File: config.mk
export PLATFORM = sky130hd
export DESIGN_NAME = scan_port
export DESIGN_NICKNAME = d
export VERILOG_FILES = /design/src/inc/scan_port_pkg.sv /design/src/core/pin_sync.sv /design/src/core/scan_port.sv
export SDC_FILE = /design/constraint.sdc
export NUM_CORES = 1
export LEC_CHECK = 0
export ABC_CLOCK_PERIOD_IN_PS = 2800
export BUFFER_PORTS_ARGS = -buffer_cell sky130_fd_sc_hd__buf_2
export CELL_PAD_IN_SITES_DETAIL_PLACEMENT = 2
export CELL_PAD_IN_SITES_GLOBAL_PLACEMENT = 2
export CORE_ASPECT_RATIO = 0.7
export CORE_MARGIN = 8
export CORE_UTILIZATION = 26
export CTS_BUF_LIST = sky130_fd_sc_hd__clkbuf_8
export DETAILED_ROUTE_END_ITERATION = 16
export PLACE_DENSITY = 0.61
export SLEW_MARGIN = 20
export SYNTH_ARGS = -nofsm -noshare
export SYNTH_HDL_FRONTEND = slang
export SYNTH_SLANG_ARGS = --single-unit
File: constraint.sdc
create_clock -name I_REF_CLK -period 2.8 [get_ports I_REF_CLK]
set_input_delay 0.56 -clock I_REF_CLK [delete_from_list [all_inputs] [get_ports I_REF_CLK]]
set_output_delay 0.56 -clock I_REF_CLK [all_outputs]
set_load 0.005 [all_outputs]
File: src/inc/scan_port_pkg.sv
/*
  Shared constants and types for the scan test port and emulation pin logic.
  Assumes one system clock that oversamples the test clock by at least four.
*/
package scan_port_pkg;

  // instruction register
  localparam int unsigned IR_LEN        = 4;
  localparam logic [3:0]  IR_CAPTURE    = 4'h1;  // fixed 01 pattern in the low bits
  localparam logic [3:0]  INS_BYPASS    = 4'hF;
  localparam logic [3:0]  INS_EMU_CTRL  = 4'h2;
  localparam logic [3:0]  IR_RESET      = INS_BYPASS;

  // emulation control data register: {emu1_oe, emu1_val, emulation_pin_zero_oe, emulation_pin_zero_val}
  localparam int unsigned EMU_LEN       = 4;
  localparam int unsigned EMULATION_PIN_ZERO_VAL_BIT  = 0;
  localparam int unsigned EMULATION_PIN_ZERO_OE_BIT   = 1;
  localparam int unsigned EMU1_VAL_BIT  = 2;
  localparam int unsigned EMU1_OE_BIT   = 3;
  localparam logic [3:0]  EMU_RESET     = 4'h0;

  // synchroniser stages on every pin input
  localparam int unsigned SYNC_STAGES   = 2;

  // test access controller states
  typedef enum logic [3:0] {
    TEST_LOGIC_RESET, RUN_TEST_IDLE,
    SELECT_DR, CAPTURE_DR, SHIFT_DR, EXIT1_DR, PAUSE_DR, EXIT2_DR, UPDATE_DR,
    SELECT_IR, CAPTURE_IR, SHIFT_IR, EXIT1_IR, PAUSE_IR, EXIT2_IR, UPDATE_IR
  } tap_state_type;

endpackage

File: src/core/pin_sync.sv
/*
  Two-stage synchroniser for a group of pin inputs.
  Assumes the inputs are asynchronous levels; only the second stage may be read.
*/
`timescale 1ns/1ps
module pin_sync
  import scan_port_pkg::*;
#(
  parameter int unsigned WIDTH = 1
) (
  // clock and reset
  input  wire logic             i_clk,
  input  wire logic             i_rst_n,
  // asynchronous pins in, synchronised levels out
  input  wire logic [WIDTH-1:0] i_async,
  output logic      [WIDTH-1:0] o_sync
);

  typedef struct packed {
    logic [WIDTH-1:0] meta;
    logic [WIDTH-1:0] held;
  } sync_type;

  sync_type sync_r;
  sync_type sync_nxt;

  // refused while elaborating: an empty group has nothing to synchronise
  if (WIDTH < 1) begin : g_bad_width
    $error("pin_sync needs WIDTH of at least one");
  end

  // first stage feeds only the second stage
  always_comb begin
    sync_nxt.meta = i_async;
    sync_nxt.held = sync_r.meta;
  end

  always_ff @(posedge i_clk) begin
    if (!i_rst_n) begin
      sync_r <= '0;
    end else begin
      sync_r <= sync_nxt;
    end
  end

  assign o_sync = sync_r.held;

endmodule

File: src/core/scan_port.sv
/*
  Boundary-scan test access port with two multiplexed emulation pins.
  The test clock is oversampled by the system clock; rising and falling test
  clock edges become one-cycle enables. Assumes I_REF_CLK runs at least four
  times faster than the test clock and that pad pullups and pulldowns are
  resolved outside, but for the mode-select and data-in pullups, resolved here from the *_DRIVEN inputs telling whether a pin is driven.
*/
`timescale 1ns/1ps

module scan_port
  import scan_port_pkg::*;
#(
  parameter int unsigned IR_WIDTH = IR_LEN
) (
  // system clock and reset
  input  wire logic I_REF_CLK,
  input  wire logic I_RST_N,
  // scan port pins
  input  wire logic I_TCK,
  input  wire logic I_TMS,
  input  wire logic I_TMS_DRIVEN,
  input  wire logic I_TDI,
  input  wire logic I_TDI_DRIVEN,
  input  wire logic I_TRST,
  output logic      O_TDO,
  output logic      O_TDO_OE,
  // emulation pin zero
  input  wire logic I_EMULATION_PIN_ZERO,
  output logic      O_EMULATION_PIN_ZERO,
  output logic      O_EMULATION_PIN_ZERO_OE,
  // emulation pin one with outputs-off
  input  wire logic I_EMULATION_PIN_ONE_OUTPUTS_OFF,
  output logic      O_EMULATION_PIN_ONE_OUTPUTS_OFF,
  output logic      O_EMULATION_PIN_ONE_OUTPUTS_OFF_OE,
  // device-wide status
  output logic      O_SCAN_MODE,
  output logic      O_OUTPUTS_OFF
);

  localparam int unsigned NPINS = 8;

  typedef struct packed {
    tap_state_type         tap;
    logic [IR_WIDTH-1:0]   ir_shift;
    logic [IR_WIDTH-1:0]   ir;
    logic [EMU_LEN-1:0]    dr_emu;
    logic [EMU_LEN-1:0]    emu_ctrl;
    logic                  bypass;
    logic                  tck_prev;
    logic                  tdo;
    logic                  tdo_oe;
    logic                  emulation_pin_zero;
    logic                  emulation_pin_zero_oe;
    logic                  emu1;
    logic                  emu1_oe;
    logic                  scan;
    logic                  off;
  } state_type;

  state_type   st_r;
  state_type   st_nxt;
  logic [NPINS-1:0] pins_s;
  logic        tck;
  logic        tms;
  logic        tdi;
  logic        trst;
  logic        emulation_pin_zero_in;
  logic        emu1_in;

  // other widths would need their own capture pattern and opcodes
  if (IR_WIDTH != IR_LEN) begin : g_bad_ir_width
    $error("scan_port supports only the packaged instruction width");
  end

  // every pin input passes two flops before any logic sees it
  pin_sync #(
    .WIDTH (NPINS)
  ) u_sync (
    .i_clk   (I_REF_CLK),
    .i_rst_n (I_RST_N),
    .i_async ({I_TCK, I_TMS, I_TMS_DRIVEN, I_TDI, I_TDI_DRIVEN, I_TRST, I_EMULATION_PIN_ZERO, I_EMULATION_PIN_ONE_OUTPUTS_OFF}),
    .o_sync  (pins_s)
  );

  // an open mode-select or data-in pin reads as its pullup level
  assign tck     = pins_s[7];
  assign tms     = pins_s[5] ? pins_s[6] : 1'b1;
  assign tdi     = pins_s[3] ? pins_s[4] : 1'b1;
  assign trst    = pins_s[2];
  assign emulation_pin_zero_in = pins_s[1];
  assign emu1_in = pins_s[0];

  // standard controller successor for a sampled mode-select value
  function automatic tap_state_type tap_next(input tap_state_type s, input logic m);
    unique case (s)
      TEST_LOGIC_RESET: tap_next = m ? TEST_LOGIC_RESET : RUN_TEST_IDLE;
      RUN_TEST_IDLE:    tap_next = m ? SELECT_DR : RUN_TEST_IDLE;
      SELECT_DR:        tap_next = m ? SELECT_IR : CAPTURE_DR;
      CAPTURE_DR:       tap_next = m ? EXIT1_DR : SHIFT_DR;
      SHIFT_DR:         tap_next = m ? EXIT1_DR : SHIFT_DR;
      EXIT1_DR:         tap_next = m ? UPDATE_DR : PAUSE_DR;
      PAUSE_DR:         tap_next = m ? EXIT2_DR : PAUSE_DR;
      EXIT2_DR:         tap_next = m ? UPDATE_DR : SHIFT_DR;
      UPDATE_DR:        tap_next = m ? SELECT_DR : RUN_TEST_IDLE;
      SELECT_IR:        tap_next = m ? TEST_LOGIC_RESET : CAPTURE_IR;
      CAPTURE_IR:       tap_next = m ? EXIT1_IR : SHIFT_IR;
      SHIFT_IR:         tap_next = m ? EXIT1_IR : SHIFT_IR;
      EXIT1_IR:         tap_next = m ? UPDATE_IR : PAUSE_IR;
      PAUSE_IR:         tap_next = m ? EXIT2_IR : PAUSE_IR;
      EXIT2_IR:         tap_next = m ? UPDATE_IR : SHIFT_IR;
      UPDATE_IR:        tap_next = m ? SELECT_DR : RUN_TEST_IDLE;
    endcase
  endfunction

  // whole next state: edge detect, controller, registers, pin drive
  always_comb begin
    logic rise;
    logic fall;
    logic emu_sel;
    rise    = 1'b0;
    fall    = 1'b0;
    emu_sel = 1'b0;
    st_nxt  = st_r;
    st_nxt.tck_prev = tck;
    rise    = tck & ~st_r.tck_prev;
    fall    = ~tck & st_r.tck_prev;
    emu_sel = (st_r.ir == INS_EMU_CTRL);
    st_nxt.scan = trst;
    if (!trst) begin
      // functional mode: scan inputs ignored, controller held in reset
      st_nxt.tap      = TEST_LOGIC_RESET;
      st_nxt.ir       = IR_RESET;
      st_nxt.emu_ctrl = EMU_RESET;
      st_nxt.tdo_oe   = 1'b0;
      st_nxt.emulation_pin_zero_oe  = 1'b0;
      st_nxt.emu1_oe  = 1'b0;
      // outputs-off needs pin zero high and pin one low
      st_nxt.off      = emulation_pin_zero_in & ~emu1_in;
    end else begin
      st_nxt.off = 1'b0;
      if (rise) begin
        unique case (st_r.tap)
          TEST_LOGIC_RESET: begin
            st_nxt.ir       = IR_RESET;
            st_nxt.emu_ctrl = EMU_RESET;
          end
          CAPTURE_DR: begin
            // value bits report the synchronised pin levels, whoever drives them
            st_nxt.dr_emu = {st_r.emu_ctrl[EMU1_OE_BIT], emu1_in,
                             st_r.emu_ctrl[EMULATION_PIN_ZERO_OE_BIT], emulation_pin_zero_in};
            st_nxt.bypass = 1'b0;
          end
          SHIFT_DR: begin
            if (emu_sel) begin
              st_nxt.dr_emu = {tdi, st_r.dr_emu[EMU_LEN-1:1]};
            end else begin
              st_nxt.bypass = tdi;
            end
          end
          UPDATE_DR: begin
            if (emu_sel) begin
              st_nxt.emu_ctrl = st_r.dr_emu;
            end
          end
          CAPTURE_IR: begin
            st_nxt.ir_shift = IR_CAPTURE;
          end
          SHIFT_IR: begin
            st_nxt.ir_shift = {tdi, st_r.ir_shift[IR_WIDTH-1:1]};
          end
          UPDATE_IR: begin
            st_nxt.ir = st_r.ir_shift;
          end
          default: begin
          end
        endcase
        st_nxt.tap = tap_next(st_r.tap, tms);
      end
      // data out moves half a test clock after the shift, on the fall
      if (fall) begin
        st_nxt.tdo_oe = (st_r.tap == SHIFT_DR) || (st_r.tap == SHIFT_IR);
        if (st_r.tap == SHIFT_IR) begin
          st_nxt.tdo = st_r.ir_shift[0];
        end else if (emu_sel) begin
          st_nxt.tdo = st_r.dr_emu[0];
        end else begin
          st_nxt.tdo = st_r.bypass;
        end
      end
      // emulation pins are two-way lines steered by the control register
      st_nxt.emulation_pin_zero    = st_r.emu_ctrl[EMULATION_PIN_ZERO_VAL_BIT];
      st_nxt.emulation_pin_zero_oe = st_r.emu_ctrl[EMULATION_PIN_ZERO_OE_BIT];
      st_nxt.emu1    = st_r.emu_ctrl[EMU1_VAL_BIT];
      st_nxt.emu1_oe = st_r.emu_ctrl[EMU1_OE_BIT];
    end
  end

  always_ff @(posedge I_REF_CLK) begin
    if (!I_RST_N) begin
      st_r          <= '0;
      st_r.tap      <= TEST_LOGIC_RESET;
      st_r.ir       <= IR_RESET;
      st_r.ir_shift <= IR_CAPTURE;
      st_r.emu_ctrl <= EMU_RESET;
    end else begin
      st_r <= st_nxt;
    end
  end

  // all outputs come straight from the state register
  assign O_TDO         = st_r.tdo;
  assign O_TDO_OE      = st_r.tdo_oe;
  assign O_EMULATION_PIN_ZERO        = st_r.emulation_pin_zero;
  assign O_EMULATION_PIN_ZERO_OE     = st_r.emulation_pin_zero_oe;
  assign O_EMULATION_PIN_ONE_OUTPUTS_OFF    = st_r.emu1;
  assign O_EMULATION_PIN_ONE_OUTPUTS_OFF_OE = st_r.emu1_oe;
  assign O_SCAN_MODE   = st_r.scan;
  assign O_OUTPUTS_OFF = st_r.off;

endmodule

==> reports/results.txt <==
WS Path Type: register to register
GRT busiest layer: met1
Hold Buf Count CTS: 0
register bit total from synthesis: 46
via count normalized by instance count: 4.71
synth unique cells: 44
number of global-route vias before repair: 1556
Std-Cell Core Area: 0.00722 mm²
Post-Syn Instances: 198
highest-count cells in the layout ignoring fill and taps: sky130_fd_sc_hd__dfxtp_1 (46), sky130_fd_sc_hd__and2_1 (19), sky130_fd_sc_hd__buf_2 (17)
number of violations reported at the end of detailed-routing iteration 0: 41
largest area contributor in the netlist: sky130_fd_sc_hd__dfxtp_1
total nets after synthesis: 208
Ant. Diodes: 0
nets: 222
setup repair after global routing missed its margin: false
final count of pins violating max slew: 0
minimum clock period: 1.93 ns
asr flop ratio synth: 0
clock buffer count from CTS: 5
Area Overhead vs Synth: 14.6%
reg2reg path depth: 4
crit share post-route: 0.690
Setup violations, final: 0
Rel. slew slack: 0.435
end-of-flow core utilization: 0.304
Placer Congestion: 0.674
slack of the critical path: 0.868 ns
iteration count of the initial detailed-routing pass: 4
transition at the pin with the smallest max-transition slack: 0.847 ns
# Max-Cap Violations: 0
most common library cell in the layout ignoring fill and taps: sky130_fd_sc_hd__dfxtp_1
static power due to leakage: 0.797 nW
Routed Wire Length: 4790 µm
min-delay worst type: register to register
DP Worst Slack: 0.910 ns
maximum number of pins on one net before global-route repair: 29
Filler Cells Inserted: 850
global-route met1 utilization: 0.138
number of ports placed on the die boundary: 18
met2 Track Usage GR: 0.135
run status: finished, final reports clean
DRC: 0
cell area after technology mapping: 0.00191 mm²
Worst Setup Start Kind: register
area of the die: 0.0104 mm²
most area-consuming cells after synthesis: sky130_fd_sc_hd__dfxtp_1 (48%), sky130_fd_sc_hd__and2_1 (6.2%), sky130_fd_sc_hd__mux2i_1 (5.2%), sky130_fd_sc_hd__nand3_1 (3.1%), sky130_fd_sc_hd__a21oi_1 (2.9%)
CP Data Arrival Time: 2.16 ns
Layout Skew: 0.00884 ns
per-cell routed wire length: 15.4 µm
global-route wire length before repair: 8040 µm
number of sinks on the clock net: 46
clock buffer depth: 2
critical path fanouts, max: 17
power density over cell area: 556 mW/mm²
Peak VDD IR: 0.283 mV
total routing usage reported by global routing: 0.0952
number of stages on the worst hold path: 1
die width: 119 µm
hold violation total from the final report: 0
required time of the critical path: 3.03 ns
starting utilization of the core area: 0.265
maximum operating frequency: 518 MHz
vertical die dimension: 87.8 µm
TritonCTS clock tree: built
register area share after synthesis: 0.481
Synthesis Warnings: 0
share of Yosys cell area claimed by the top area cell type: 0.481
Post-Synthesis Mean Instance Area: 9.67 µm²
number of antenna violations at the first check in global routing: 0
H-tree depth: 2
register-to-register setup slack: 0.87 ns
number of flops mapped to enable cells by yosys: 0
clock-pin slew on the worst setup and hold paths: 0.09 ns
Total Negative Setup Slacks: 0 ns
fraction of final layout cells sized beyond drive strength 1: 0.174
post-detailed-placement half-perimeter wirelength: 3430 µm
DRT antenna net count: 0
met3 Resource Use GR: 0.0270
CP endpoint kind: register
total vias in the final route: 1464
insertion delay of the later-clocked pin in the worst-skew pair: 0.30 ns
standard-cell row count: 26
number of I/O port buffers: 17
flip-flop cell with the highest count after synthesis: sky130_fd_sc_hd__dfxtp_1
setup fix buffers added after clock tree synthesis: 0
GR Overflow Total: 0
CTS Root Buffer Type: sky130_fd_sc_hd__clkbuf_8
post-CTS resize count: 0
area by class of cell:
type	instances	area, µm²	share of cell area
inverter	5	18.8	0.00855
clock inverter	3	43.8	0.0200
multi-input combinational	134	912	0.416
sequential	46	921	0.420
timing repair buffer	20	108	0.0490
tap	98	123	0.0559
clock buffer	5	68.8	0.0314
report_power, final:
group          internal [mW]  total [mW]  switching (mW)
combinational         0.0186      0.0428          0.0242
clock                  0.268       0.506           0.239
sequential             0.666       0.672         0.00630
cells by family after synthesis:
family	share of synthesized area
mux	0.0582
compound gates	0.157
flops	0.481
simple gates	0.257
buf+inv	0.0425
xor+xnor	0.00458
cell usage after synthesis, drive strengths merged, types with 3 or more instances:
master / n
nand2b: 5
o22a: 4
nand3: 12
a21oi: 11
nand2: 13
mux2i: 10
a211oi: 4
a311oi: 4
dfxtp: 46
nor2: 3
nor3: 5
nor2b: 7
buf: 6
clkbuf: 7
inv: 5
o211ai: 3
o21ai: 11
and2: 19
registers in the layout, indices dropped and copies added (netlist names):
name and flops:
O_OUTPUTS_OFF 1, O_TDO 1, O_EMULATION_PIN_ZERO_OE 1, O_EMULATION_PIN_ONE_OUTPUTS_OFF_OE 1, O_TDO_OE 1, u_sync.o_sync 8, O_SCAN_MODE 1, O_EMULATION_PIN_ZERO 1
st_r 22, u_sync.sync_nxt 8, O_EMULATION_PIN_ONE_OUTPUTS_OFF 1
final timing paths:
kind / to / startpoint
worst min-delay path: O_OUTPUTS_OFF$_SDFF_PP0_ / u_sync.o_sync[0]$_SDFF_PN0_
worst min register to register: O_OUTPUTS_OFF$_SDFF_PP0_ / u_sync.o_sync[0]$_SDFF_PN0_
worst max-delay path: st_r[13]$_SDFFE_PN0P_ / st_r[27]$_SDFFE_PN0P_
worst max register to register: st_r[13]$_SDFFE_PN0P_ / st_r[27]$_SDFFE_PN0P_
critical path, stage by stage, from the launching register on:
cell and delay [ns]:
sky130_fd_sc_hd__dfxtp_1 0.52, sky130_fd_sc_hd__or2_2 0.41, sky130_fd_sc_hd__nor4b_1 0.67, sky130_fd_sc_hd__nand3_1 0.15, sky130_fd_sc_hd__o21ai_1 0.11
metal layers:
metal  vias to the layer above  wire length [µm]  share of wire
li1                        724                 -              -
met1                       713              2710           0.56
met2                        20              1890           0.40
met3                         7               152          0.032
met4                         0                37         0.0077
met5                         -                 0              0
per-stage QoR:
stage          instance area (µm²)  cells  hold slack (ns)  total power [mW]
2_1_floorplan                 1910    198            0.394             0.713
6_report                      2190    311            0.426              1.22
5_1_grt                       2190    311            0.455              1.26
3_5_place_dp                  2080    303            0.423             0.732
4_1_cts                       2190    311            0.434              1.24
3_3_place_gp                  2080    303            0.417             0.732
No activity file was read; power rests on OpenSTA's default activity.
